`src/hdl/mmtimer_pkg.sv`:
```
/*
  constants for the sixteen-bit multimode timer channel: register byte
  offsets, configuration and status field positions, reset values and the
  internal count source ratios.
  assumes a 32-bit apb slave with word-aligned registers.
*/
package mmtimer_pkg;

  // register byte offsets
  localparam logic [7:0] ADDR_CFG = 8'h00;
  localparam logic [7:0] ADDR_START = 8'h04;
  localparam logic [7:0] ADDR_TRIG = 8'h08;
  localparam logic [7:0] ADDR_COUNT = 8'h0c;
  localparam logic [7:0] ADDR_STATUS = 8'h10;
  localparam logic [7:0] ADDR_MASK = 8'h14;

  // timer_op_config fields
  localparam int CFG_W = 12;
  localparam int OP_SELECT_LOW = 0;
  localparam int OP_SELECT_HIGH = 1;
  localparam int CFG_PULSE = 2;
  localparam int CFG_GATE_FREE = 3;
  localparam int CFG_GATE_POL = 4;
  localparam int CFG_SRC = 5;
  localparam int CFG_TWO_PHASE = 6;
  localparam int CFG_QUAD = 7;
  localparam int CFG_PWM8 = 8;
  localparam int CFG_UP = 9;
  localparam int CFG_CKSEL = 10;
  localparam logic [CFG_W-1:0] CFG_RST = 12'h000;

  // status and mask fields
  localparam int STAT_W = 2;
  localparam int STAT_WRAP = 0;
  localparam int STAT_DONE = 1;
  localparam logic [STAT_W-1:0] STAT_RST = 2'h0;
  localparam logic [STAT_W-1:0] MASK_RST = 2'h0;

  // internal count source select
  localparam logic [1:0] CKSEL_F1 = 2'h0;
  localparam logic [1:0] CKSEL_F8 = 2'h1;
  localparam logic [1:0] CKSEL_F32 = 2'h2;
  localparam int PRE_W = 5;
  localparam logic [PRE_W-1:0] PRE_F8_LAST = 5'h07;
  localparam logic [PRE_W-1:0] PRE_F32_LAST = 5'h1f;

  // counter limits
  localparam logic [15:0] CNT_MAX = 16'hffff;
  localparam logic [15:0] PWM16_LAST = 16'hfffe;
  localparam logic [7:0] PWM8_LAST = 8'hfe;

  typedef enum logic [1:0] {
    op_timer,
    op_event,
    op_oneshot,
    op_pwm
  } op_mode_t;

endpackage

```
`src/hdl/mmtimer.sv`:
```
/*
  sixteen-bit multimode timer channel with an apb register slave:
  timer, event counter (with two-phase input), one-shot and pwm modes.
  assumes pins arrive asynchronously and other_overflow comes from logic
  on pclk as a one-cycle pulse.
*/
// The APB interface to the registers and the address map are this design's own decisions.
`timescale 1ns/1ps
module mmtimer
  import mmtimer_pkg::*;
#(
  parameter int ADDR_W = 8
) (
  // apb slave
  input wire logic pclk,
  input wire logic presetn,
  input wire logic psel,
  input wire logic penable,
  input wire logic pwrite,
  input wire logic [ADDR_W-1:0] paddr,
  input wire logic [31:0] pwdata,
  output logic [31:0] prdata,
  output logic pready,
  output logic pslverr,
  // external pins
  input wire logic timer_event_in_pin,
  input wire logic phase_in_pin,
  output logic timer_pulse_out_pin,
  output logic timer_pulse_out_oe,
  // neighbour timers and interrupt
  input wire logic other_overflow,
  output logic wrap_pulse,
  output logic irq
);

  logic [CFG_W-1:0] timer_op_config;
  logic start_flag;
  logic running;
  logic [15:0] reload;
  logic [15:0] cnt;
  logic [15:0] pos;
  logic [7:0] pre;
  logic [PRE_W-1:0] div;
  logic [STAT_W-1:0] status;
  logic [STAT_W-1:0] mask;
  logic [1:0] a_sync;
  logic [1:0] b_sync;
  logic a_d;
  logic b_d;

  logic [15:0] next_cnt;
  logic [15:0] next_pos;
  logic [7:0] next_pre;
  logic next_running;
  logic wrap;
  logic done;
  logic pwm_level;

  // apb decode
  wire logic [7:0] addr = paddr[7:0];
  wire logic access = psel & penable;
  wire logic first = access & ~pready;
  wire logic wr_done = access & pready & pwrite;
  wire logic rd_done = access & pready & ~pwrite;
  wire logic hit_cfg = (addr == ADDR_CFG);
  wire logic hit_start = (addr == ADDR_START);
  wire logic hit_trig = (addr == ADDR_TRIG);
  wire logic hit_count = (addr == ADDR_COUNT);
  wire logic hit_status = (addr == ADDR_STATUS);
  wire logic hit_mask = (addr == ADDR_MASK);
  wire logic mapped = hit_cfg | hit_start | hit_trig | hit_count |
                      hit_status | hit_mask;
  wire logic [31:0] rd_mux =
    hit_cfg ? {{(32-CFG_W){1'b0}}, timer_op_config} :
    hit_start ? {31'h0, start_flag} :
    hit_count ? {16'h0, cnt} :
    hit_status ? {{(32-STAT_W){1'b0}}, status} :
    hit_mask ? {{(32-STAT_W){1'b0}}, mask} :
    32'h0;

  // configuration fields
  wire op_mode_t mode = op_mode_t'(timer_op_config[OP_SELECT_HIGH:
                                                   OP_SELECT_LOW]);
  wire logic pulse_en = timer_op_config[CFG_PULSE];
  wire logic gate_en = timer_op_config[CFG_GATE_FREE];
  wire logic free_run = timer_op_config[CFG_GATE_FREE];
  wire logic gate_pol = timer_op_config[CFG_GATE_POL];
  wire logic src_other = timer_op_config[CFG_SRC];
  wire logic two_phase = timer_op_config[CFG_TWO_PHASE];
  wire logic quad = timer_op_config[CFG_QUAD];
  wire logic pwm8 = timer_op_config[CFG_PWM8];
  wire logic dir_up = timer_op_config[CFG_UP];
  wire logic [1:0] cksel = timer_op_config[CFG_CKSEL+1:CFG_CKSEL];

  // synchronised pin levels and their edges, second stage only
  wire logic a_s = a_sync[1];
  wire logic b_s = b_sync[1];
  wire logic a_rise = a_s & ~a_d;
  wire logic a_chg = a_s ^ a_d;
  wire logic b_chg = b_s ^ b_d;

  // internal count source
  wire logic src_tick = (cksel == CKSEL_F1) ? 1'b1 :
                        (cksel == CKSEL_F8) ? (div[2:0] == PRE_F8_LAST[2:0]) :
                        (cksel == CKSEL_F32) ? (div == PRE_F32_LAST) :
                        1'b0;
  // gating only applies in timer mode
  wire logic gate_open = ~(gate_en && mode == op_timer) ||
                         (a_s == gate_pol);
  wire logic tick = src_tick & gate_open;

  // event step and direction
  wire logic ev_step = two_phase ? (quad ? (a_chg | b_chg) : a_rise) :
                       (src_other ? other_overflow : a_rise);
  // a leading b counts up; x4 compares old a with new b
  wire logic ev_up = two_phase ? (quad ? ~(a_d ^ b_s) : ~b_s) :
                     dir_up;

  wire logic sw_trig = wr_done & hit_trig & pwdata[0];
  wire logic trig = src_other ? other_overflow : sw_trig;
  wire logic counting = (mode == op_oneshot) ? running : start_flag;
  wire logic cnt_write = wr_done & hit_count;

  wire logic [STAT_W-1:0] stat_set = {done, wrap};
  // clear only what the read returned, so a fresh event survives
  wire logic [STAT_W-1:0] stat_clr =
    (rd_done & hit_status) ? prdata[STAT_W-1:0] : STAT_RST;
  wire logic [STAT_W-1:0] next_status = (status & ~stat_clr) | stat_set;

  always_comb begin
    next_cnt = cnt;
    next_pos = pos;
    next_pre = pre;
    next_running = running;
    wrap = 1'b0;
    done = 1'b0;
    case (mode)
      op_timer: begin
        // n+1 ticks between wraps
        if (start_flag && tick) begin
          if (cnt == 16'h0000) begin
            next_cnt = reload;
            wrap = 1'b1;
          end else begin
            next_cnt = cnt - 16'h0001;
          end
        end
      end
      op_event: begin
        if (start_flag && ev_step) begin
          if (ev_up) begin
            if (cnt == CNT_MAX) begin
              next_cnt = free_run ? 16'h0000 : reload;
              wrap = 1'b1;
            end else begin
              next_cnt = cnt + 16'h0001;
            end
          end else if (cnt == 16'h0000) begin
            next_cnt = free_run ? CNT_MAX : reload;
            wrap = 1'b1;
          end else begin
            next_cnt = cnt - 16'h0001;
          end
        end
      end
      op_oneshot: begin
        // a zero width never starts, so no wrap and no pulse
        if (!running) begin
          if (start_flag && trig && reload != 16'h0000) begin
            next_cnt = reload;
            next_running = 1'b1;
          end
        end else if (!start_flag) begin
          next_running = 1'b0;
        end else if (tick) begin
          next_cnt = cnt - 16'h0001;
          if (cnt == 16'h0001) begin
            next_running = 1'b0;
            wrap = 1'b1;
            done = 1'b1;
          end
        end
      end
      op_pwm: begin
        if (start_flag && tick) begin
          if (pwm8) begin
            if (pre == reload[7:0]) begin
              next_pre = 8'h00;
              if (pos[7:0] == PWM8_LAST) begin
                next_pos = 16'h0000;
                wrap = 1'b1;
              end else begin
                next_pos = pos + 16'h0001;
              end
            end else begin
              next_pre = pre + 8'h01;
            end
          end else if (pos == PWM16_LAST) begin
            next_pos = 16'h0000;
            wrap = 1'b1;
          end else begin
            next_pos = pos + 16'h0001;
          end
        end
      end
      default: begin
        next_cnt = cnt;
      end
    endcase
    pwm_level = start_flag &&
                (pwm8 ? (pos[7:0] < reload[15:8]) : (pos < reload));
  end

  // two-flop synchronisers, edges seen on the second stage only
  always_ff @(posedge pclk or negedge presetn) begin
    if (!presetn) begin
      a_sync <= 2'b00;
      b_sync <= 2'b00;
      a_d <= 1'b0;
      b_d <= 1'b0;
    end else begin
      a_sync <= {a_sync[0], timer_event_in_pin};
      b_sync <= {b_sync[0], phase_in_pin};
      a_d <= a_s;
      b_d <= b_s;
    end
  end

  // apb handshake: one wait state, data latched in the first access cycle
  always_ff @(posedge pclk or negedge presetn) begin
    if (!presetn) begin
      pready <= 1'b0;
      pslverr <= 1'b0;
      prdata <= 32'h0000_0000;
    end else begin
      pready <= first;
      pslverr <= first & ~mapped;
      if (first) begin
        prdata <= pwrite ? 32'h0000_0000 : rd_mux;
      end
    end
  end

  always_ff @(posedge pclk or negedge presetn) begin
    if (!presetn) begin
      timer_op_config <= CFG_RST;
      start_flag <= 1'b0;
      mask <= MASK_RST;
      reload <= 16'h0000;
    end else begin
      if (wr_done && hit_cfg) begin
        timer_op_config <= pwdata[CFG_W-1:0];
      end
      if (wr_done && hit_start) begin
        start_flag <= pwdata[0];
      end
      if (wr_done && hit_mask) begin
        mask <= pwdata[STAT_W-1:0];
      end
      if (cnt_write) begin
        reload <= pwdata[15:0];
      end
    end
  end

  always_ff @(posedge pclk or negedge presetn) begin
    if (!presetn) begin
      cnt <= 16'h0000;
      pos <= 16'h0000;
      pre <= 8'h00;
      div <= '0;
      running <= 1'b0;
    end else begin
      div <= div + PRE_W'(1);
      // a config change restarts the pwm phase
      if (wr_done && hit_cfg) begin
        pos <= 16'h0000;
        pre <= 8'h00;
      end else begin
        pos <= next_pos;
        pre <= next_pre;
      end
      running <= next_running;
      if (cnt_write && !counting) begin
        cnt <= pwdata[15:0];
      end else begin
        cnt <= next_cnt;
      end
    end
  end

  always_ff @(posedge pclk or negedge presetn) begin
    if (!presetn) begin
      status <= STAT_RST;
      irq <= 1'b0;
      wrap_pulse <= 1'b0;
      timer_pulse_out_pin <= 1'b0;
      timer_pulse_out_oe <= 1'b0;
    end else begin
      status <= next_status;
      irq <= |(next_status & mask);
      wrap_pulse <= wrap;
      timer_pulse_out_oe <= pulse_en | (mode == op_pwm);
      if (mode == op_pwm) begin
        timer_pulse_out_pin <= pwm_level;
      end else if (pulse_en && wrap) begin
        timer_pulse_out_pin <= ~timer_pulse_out_pin;
      end
    end
  end

endmodule

```
`config.mk`:
```
export PLATFORM = sky130hd
export DESIGN_NAME = mmtimer
export DESIGN_NICKNAME = d
export VERILOG_FILES = /design/src/hdl/mmtimer_pkg.sv /design/src/hdl/mmtimer.sv
export SDC_FILE = /design/constraint.sdc
export NUM_CORES = 1
export LEC_CHECK = 0
export CORE_AREA = 2 2 115 117
export DETAILED_ROUTE_END_ITERATION = 8
export DIE_AREA = 0 0 117 119
export DONT_BUFFER_PORTS = 1
export MAX_ROUTING_LAYER = met4
export PLACE_DENSITY_LB_ADDON = 0.05
export SKIP_CTS_REPAIR_TIMING = 1
export SYNTH_ARGS = -nofsm -noshare
export SYNTH_HDL_FRONTEND = slang
export SYNTH_SLANG_ARGS = --single-unit
```
`constraint.sdc`:
```
create_clock -name pclk -period 3.77 [get_ports pclk]
set_input_delay 0.754 -clock pclk [delete_from_list [all_inputs] [get_ports pclk]]
set_output_delay 0.754 -clock pclk [all_outputs]
set_load 0.01 [all_outputs]
```
Yosys cells after proc, flatten, opt, wreduce, memory -nomap -nowiden
Index checks and enable logic that the tools add are counted.

Output and inout port bits: 38. Input port bits: 48. Flip-flop bits (word level): 123.

Reduce and logical (&&, ||, !) cells: 27. Add/sub/neg operators: 5. Equality and inequality tests: 24. Mux-type cells: 67. Bitwise operators: 34. Order comparisons: 2.

Operators with widths (number): $mux W16 (24); $pmux W16 S3 (1); $mux W8 (5); $mux W1 (33); $add A16 B1 Y16 const B (2); $eq A16 B16 Y1 const B (2); $eq A16 B1 Y1 const B (1); $eq A8 B4 Y1 const B (2); $eq A8 B5 Y1 const B (2); $logic_not A16 Y1 (1); $lt A16 B16 Y1 (1); $reduce_bool A16 Y1 (1); $sub A16 B1 Y16 const B (1); $and A1 B1 Y1 (12); $logic_and A1 B1 Y1 (11); $add A8 B1 Y8 const B (1); $eq A8 B3 Y1 const B (1); $eq A8 B8 Y1 (1); $eq A8 B8 Y1 const B (1); $logic_not A8 Y1 (1); $lt A8 B8 Y1 (1); $ne A4 B3 Y1 const B (2); $not A1 Y1 (8); $reduce_bool A2 Y1 (4); 23 further kinds (40).

Logic depth before layout (Yosys ltp)
Gate-level depths: netlist of the first run.

Depth after elaboration: 12. Depth in mapped cells: 11. Gate-level depth less buffers: 10.

Least setup slack after synthesis of the first run
OpenSTA, ideal clock, no wires.

Path type: input-to-reg. From: in paddr[4]. To: reg cnt[11]. Setup time: 0.130 ns. Data arrival time: 2.688 ns. Path slack: 0.952 ns. Buffers on the path: 1. Cell stages on the path: 8. Cell sequence: buf_6 or4b_4 nor4_4 o21ai_2 a221oi_2 nand2_1 nor4_1 nor3_1.

Word-level cells in the longest chain between the ends: 8.

RTL lines: from (decl) (RTL line mmtimer.sv:20) `input wire logic [ADDR_W-1:0] paddr,`; $eq A8 B4 Y1 (RTL line mmtimer.sv:67) `wire logic hit_trig = (addr == ADDR_TRIG);`; $and A1 B1 Y1 (2 in a row) (RTL line mmtimer.sv:119) `wire logic sw_trig = wr_done & hit_trig & pwdata[0];`; $mux W1 (RTL line mmtimer.sv:120) `wire logic trig = src_other ? other_overflow : sw_trig;`; $logic_and A1 B1 Y1 (2 in a row) (RTL line mmtimer.sv:169) `if (start_flag && trig && reload != 16'h0000) begin`; $ne A4 B2 Y1 (no source line); $reduce_and A6 Y1 (no source line); to (signal assigned) (RTL line mmtimer.sv:285) `cnt <= pwdata[15:0];`; to (signal assigned) (RTL line mmtimer.sv:287) `cnt <= next_cnt;`; to (decl) (RTL line mmtimer.sv:40) `logic [15:0] cnt;`.

Parallel ways exist; a longest one is shown, timed or not. A chain may end at the register's enable or synchronous reset.

Worst setup path after layout of the first run
From: reg cnt[4]. To: reg cnt[15].

Word-level cells in the longest chain between the ends: 6.

RTL lines: $sub A16 B1 Y16, or another cell as far along (RTL line mmtimer.sv:145, mmtimer.sv:162, mmtimer.sv:176); $mux W16 (on tied branches) (RTL line mmtimer.sv:175, mmtimer.sv:152, mmtimer.sv:158); $mux W16 (on tied branches) (RTL line mmtimer.sv:173, mmtimer.sv:151); $mux W16 (on tied branches) (RTL line mmtimer.sv:168, mmtimer.sv:150); $pmux W16 S3 (*) (RTL line mmtimer.sv:137) `case (mode)`; $mux W16 (*) (RTL line mmtimer.sv:284) `if (cnt_write && !counting) begin`.

Mark *: on every way between the ends. The rest lies on a longest branch, timed or not. The select of a mux whose other input is x is not followed.

==> flow_summary.yaml, run 1 <==
global_routing:
  antenna_found_initial: 0
  overflow: 0
  first_global_vias: 7080
  grt_pass1_wl_mm: 39.5
  grt_max_degree: 108
  grt_use_total_pct: 38.5
routing:
  ant_nets: 0
  wl_per_cell_um: 23.7
  firstDrtPassIters: 5
  vias: 7407
  routed_wirelength_mm: 25.6
  drcViolationCount: 0
  viasPerCell: 6.86
  initialDrtViolationCount: 862
placed_design:
  hpwl_mm: 18.3
  port-buffer-count: 0
  globalplace.congestion: 1.05
  dpl_cell_area_mm2: 0.00776
synthesis:
  ys_ff_latch: 107
  yosysSeqAreaShare_pct: 35.2
  synth_edf_count: 0
  synth.distinct_cells: 79
  ys.flop_type: "dfrtp_1"
  synth-async-reset-ratio_pct: 100
  syn_area_mm2: 0.00761
  netlist_instances: 914
  synth_top_area_share_pct: 35.2
  synth_top_cell_by_area: "dfrtp_1"
  avgSynthCellArea_um2: 8.33
  ys_warn_count: 0
  synthTopCellsByArea: "dfrtp_1 35%, o21ai_0 6.8%, ha_1 6.1%, a21oi_1 4.6%, nand2_1 4.4%"
cts:
  cts_tree: "done"
  numCtsBuffers: 9
  clk_latency_ns: 0.37
  clock-sinks: 107
  htree_levels: 3
  clk_pin_slew_ns: 0.08
  clockBufferDepth: 2
  clock-root-buffer: "clkbuf_16"
cells_and_area:
  antenna_cells: 0
  layout.area.seq_mm2: 0.00268
  syn_to_final_growth_pct: 6.33
  finalCoreUtilization_pct: 62.9
  design_area_mm2: 0.00810
  layout-drive-gt1-share_pct: 9.52
  nets: 983
  multiInputGateArea_mm2: 0.00449
  nFillCells: 1118
critical_path:
  path_cells: "or4_1 -> nor3_1 -> nand3_1 -> buf_4 -> o311ai_0 -> a22oi_1 -> nor2_1 -> a21oi_1"
  required_ns: 4.02
  cp.arrival_ns: 3.45
  crit_type: "reg -> reg"
  worst_path_max_delay_cell: "or4_1"
  start_kind: "flip-flop"
  end_kind: "flip-flop"
  worstPathMaxFanout: 15
  slowest_delay_ns: 0.79
  r2r_cells: 8
die:
  dieArea_mm2: 0.0139
  core_area_mm2: 0.0129
  std_cell_rows: 42
  io_pins: 86
  die_w_um: 117
  initial_core_util_pct: 59.1
  die_y_um: 119
timing:
  post-route-period-util_pct: 84.9
  fin_skew_ns: 0.0124
  relSlewSlack_pct: 46.1
  layout_min_cycle_time_ns: 3.20
  final-max-slew-violation-count: 0
  hold_viol_final: 0
  rsz0062_at_grt: "false"
  setup_violations: 0
  final.setup.tns_ns: 0
  tightest_slew_ns: 0.809
  fmax_mhz: 312
run_status:
  status: "finished, final reports clean"
power_and_ir_drop:
  power_density_mw_per_mm2: 348
  ir_worst_vdd_uv: 282
  p_leak_nw: 3.36
flow_run:
  maxCapViolCount: 0
worst_hold_path:
  hold_class: "in -> async"
[registers in the layout (all words and copies together) (netlist names)]
| register | flops |
|---|---|
| timer_op_config | 12 |
| reload | 16 |
| prdata | 16 |
| cnt | 16 |
| pos | 16 |
| timer_pulse_out_oe | 1 |
| b_d | 1 |
| status | 2 |
| mask | 2 |
| running | 1 |
| a_sync | 2 |
| pready | 1 |
| wrap_pulse | 1 |
| div | 5 |
| b_sync | 2 |
| start_flag | 1 |
| pre | 8 |
| a_d | 1 |
| irq | 1 |
| timer_pulse_out_pin | 1 |
| pslverr | 1 |
[layout make-up]
class | count | share of cell area [%]
multi-input cells | 711 | 55.5
flip-flops and latches | 107 | 33.1
repair buffers | 30 | 2.78
clock inverters | 7 | 1.38
well taps | 176 | 2.72
inverters | 39 | 1.81
clock buffers | 9 | 2.78
[cell usage in the layout, fill, tap and decap left out, types with 5 or more instances in the layout]
| master | n |
|---|---|
| and3_1 | 15 |
| nor3_1 | 28 |
| nand3b_1 | 6 |
| inv_1 | 38 |
| nand3_1 | 28 |
| a31oi_1 | 7 |
| o211a_1 | 5 |
| conb_1 | 16 |
| a211oi_1 | 9 |
| a21oi_1 | 70 |
| mux2_2 | 14 |
| a41oi_1 | 5 |
| ha_1 | 37 |
| nand2_1 | 90 |
| o211ai_1 | 9 |
| a22oi_1 | 16 |
| nor4_1 | 22 |
| xor2_1 | 20 |
| or3b_2 | 5 |
| and2_1 | 5 |
| xnor2_1 | 17 |
| and4_1 | 5 |
| or4_1 | 5 |
| o21ai_0 | 104 |
| nand4_1 | 12 |
| dfrtp_1 | 107 |
| clkbuf_16 | 9 |
| buf_4 | 30 |
| nor2b_1 | 6 |
| nor2_1 | 58 |
| o21ai_1 | 6 |
| or3_1 | 12 |
[cell families after synthesis]
group | after synthesis | share of synthesized area, %
other | 1 | 0.0493
AND/OR/NAND/NOR | 325 | 22.8
AO/OA/AOI/OAI | 280 | 22.7
adder cells (fa/ha/maj) | 37 | 6.08
buffers and inverters | 111 | 6.69
multiplexers | 16 | 2.33
XOR/XNOR | 37 | 4.26
flip-flops | 107 | 35.2
[per-layer routing]
| layer | routed length [um] | track usage, % |
|---|---|---|
| met5 | 0 | - |
| met4 | 1050 | 16.8 |
| met3 | 2820 | 8.65 |
| met2 | 11300 | 55.5 |
| met1 | 10400 | 52.1 |
[synth_stat cells, types with 15 or more instances]
cell and n:
nand3_1 28, a22oi_1 16, dfrtp_1 107, nor2_1 58, clkbuf_1 38, a21oi_1 70, buf_4 16, nand2_1 90
xor2_1 20, o21ai_0 104, xnor2_1 17, nor3_1 28, nor4_1 23, and3_1 15, inv_1 38, ha_1 37
[metrics by stage]
| step | hold WS, ns | total power [W] | setup WS [ns] | cells |
|---|---|---|---|---|
| after floorplan | 0.331 | 0.00165 | 0.952 | 929 |
| after global placement | 0.334 | 0.00173 | 0.651 | 1063 |
| after detailed placement | 0.337 | 0.00175 | 0.622 | 1063 |
| after CTS | 0.0706 | 0.00281 | 0.659 | 1079 |
| after global routing | 0.0701 | 0.00292 | 0.494 | 1079 |
| final | 0.0740 | 0.00282 | 0.569 | 1079 |
[worst max-delay path: cells and delay by family, from the launching register on]
kind / cells / cell delay (ns)
AO/OA/AOI/OAI: 3 / 0.49
buffers and inverters: 1 / 0.34
flip-flops: 1 / 0.54
AND/OR/NAND/NOR: 4 / 1.70
[final timing paths]
kind / start / end / slack, ns
setup / recovery: cnt[4] / cnt[15] / 0.57
hold / removal: presetn / cnt[4] / 0.07
setup reg to reg: cnt[4] / cnt[15] / 0.57
hold reg to reg: a_sync[0] / a_sync[1] / 0.35
max in group asynchronous: presetn / pos[9] / 3.53
min in group pclk: a_sync[0] / a_sync[1] / 0.35
[where the power goes]
| group | internal (W) | total [W] | switching (W) |
|---|---|---|---|
| sequential | 0.00118 | 0.00127 | 0.0000840 |
| combinational | 0.000195 | 0.000473 | 0.000279 |
| clock | 0.000595 | 0.00108 | 0.000483 |
| total | 0.00197 | 0.00282 | 0.000846 |
Note: power is estimated with default switching activity, not from simulation.
==> run 2: changes to the inputs <==
Settings changed: CORE_AREA 2 2 115 117 to 2 2 117 119, DIE_AREA 0 0 117 119 to 0 0 119 121.
Clock period 3.77 ns to 2.7 ns, I/O delays scaled along.
==> run 2 against run 1 <==
  * The flow now finishes with violations (negative hold slack)
  * Final cell count up 5.0%
  * Combinational power up 65%
  * First-iteration DRC count down 12%
  * Die area up 3.4%
  * Clock skew down 0.0030 ns
  * Via count up 2.7%
  * Sequential share of layout area down 2.1 points
  * Sequential power up 36%
  * Core utilization up 3.2 points
  * Cell area up 6.8%
  * Flip-flop and latch count unchanged
  * Largest power group unchanged
==> flow_summary.yaml, run 2 (synthesis gave the netlist of run 1 again) <==
run_status:
  status: "finished with violations"
  violations: "negative hold slack"
placed_design:
  port-buffer-count: 0
  globalplace.congestion: 1.06
  dp_cells: 1112
  dpl_cell_area_mm2: 0.00814
  dp_slack_ns: -0.0710
  hpwl_mm: 19.4
power_and_ir_drop:
  power_density_mw_per_mm2: 454
  total_power_w: 0.00393
  p_leak_nw: 3.64
  ir_worst_vdd_uv: 336
timing:
  whs_ns: -0.139
  post-route-period-util_pct: 99.6
  fin_skew_ns: 0.00940
  hold_viol_final: 107
  final-max-slew-violation-count: 0
  tightest_slew_ns: 0.634
  final.setup.tns_ns: 0
  rsz0062_at_grt: "true"
  layout_min_cycle_time_ns: 2.69
  postLayoutSetupSlackWorst_ns: 0.0116
  fmax_mhz: 372
  setup_violations: 0
  relSlewSlack_pct: 57.3
critical_path:
  worstPathMaxFanout: 7
  required_ns: 3.00
  end_kind: "flip-flop"
  start_kind: "flip-flop"
  crit_type: "reg -> reg"
  cp.arrival_ns: 2.98
cts:
  clk_latency_ns: 0.37
  clock-root-buffer: "clkbuf_16"
  htree_levels: 3
  clk_pin_slew_ns: 0.08
  cts_tree: "done"
  clockBufferDepth: 2
  numCtsBuffers: 9
  clock-sinks: 107
routing:
  ant_nets: 0
  initialDrtViolationCount: 755
  vias: 7605
  viasPerCell: 6.71
  wl_per_cell_um: 23.2
  firstDrtPassIters: 6
  routed_wirelength_mm: 26.3
  drcViolationCount: 0
global_routing:
  overflow: 0
  grt_use_total_pct: 37.8
  antenna_found_initial: 0
  first_global_vias: 7226
  grt_max_degree: 108
  grt_pass1_wl_mm: 40.3
die:
  die_y_um: 121
  initial_core_util_pct: 58.2
  io_pins: 86
  std_cell_rows: 42
  die_w_um: 119
  core_area_mm2: 0.0131
  dieArea_mm2: 0.0144
cells_and_area:
  syn_to_final_growth_pct: 13.5
  design_area_mm2: 0.00864
  mostFrequentLayoutCells: "107 x dfrtp_1, 101 x o21ai_0, 89 x nand2_1, 77 x buf_4, 66 x a21oi_1"
  fin_cells: 1133
  final_common_cell: "dfrtp_1"
  nets: 1036
  layout-drive-gt1-share_pct: 17.1
worst_hold_path:
  hold_class: "in -> async"
flow_run:
  maxCapViolCount: 0
## run 2: cell types whose count changed in the layout (fill, tap and decap cells not counted), sizes merged
cell      before  now
buf           30   83
bufinv         2    1
clkinv         5    2
clkinvlp       0    3
diode          0    1
inv           39   40
## run 2: path summary, 6_finish.rpt
path                                     from         end  slack [ns]  cells past startpoint
min                                   presetn     cnt[15]       -0.14                      0
max                                    div[1]      pos[9]        0.01                     10
min in group pclk          timer_event_in_pin   a_sync[0]        0.20                      0
max in group asynchronous             presetn  reload[15]        2.67                      0
max reg2reg                            div[1]      pos[9]        0.01                     10
min reg2reg                         b_sync[0]   b_sync[1]        0.36                      0
## run 2: routing by layer
layer	GRT usage [%]	part of all wire (%)
met3	10.1	10
met1	48.5	41
met5	-	0
met4	18.8	4.1
met2	55.4	44
## run 2: layout make-up
type                       instances  area [um2]
clock buffer                       9         225
timing repair buffer              83         663
sequential                       107        2680
tap                              176         220
fill                            1092        4440
multi-input combinational        711        4620
antenna                            1        2.50
clock inverter                     7        86.3
inverter                          39         149
## run 2: worst max-delay path: stages, from the launching register on
cell and delay [ns]:
dfrtp_1 0.36, ha_2 0.18, and3_4 0.18, ha_4 0.13
inv_4 0.04, a222oi_1 0.32, buf_4 0.22, nand3_4 0.11
or3_4 0.45, or4b_4 0.49, a21oi_2 0.13
## run 2: report_power, final
part           internal (W)  switching (W)
Sequential          0.00165      0.0000748
Combinational      0.000331       0.000450
Clock              0.000735       0.000681
Total               0.00272        0.00121
## run 2: per-stage QoR
step | hold slack [ns] | util [%]
6_report | -0.139 | 66.1
5_1_grt | -0.150 | 66.0
4_1_cts | -0.144 | 64.6
3_5_place_dp | 0.247 | 62.2
3_3_place_gp | 0.247 | 62.2
2_1_floorplan | 0.244 | -
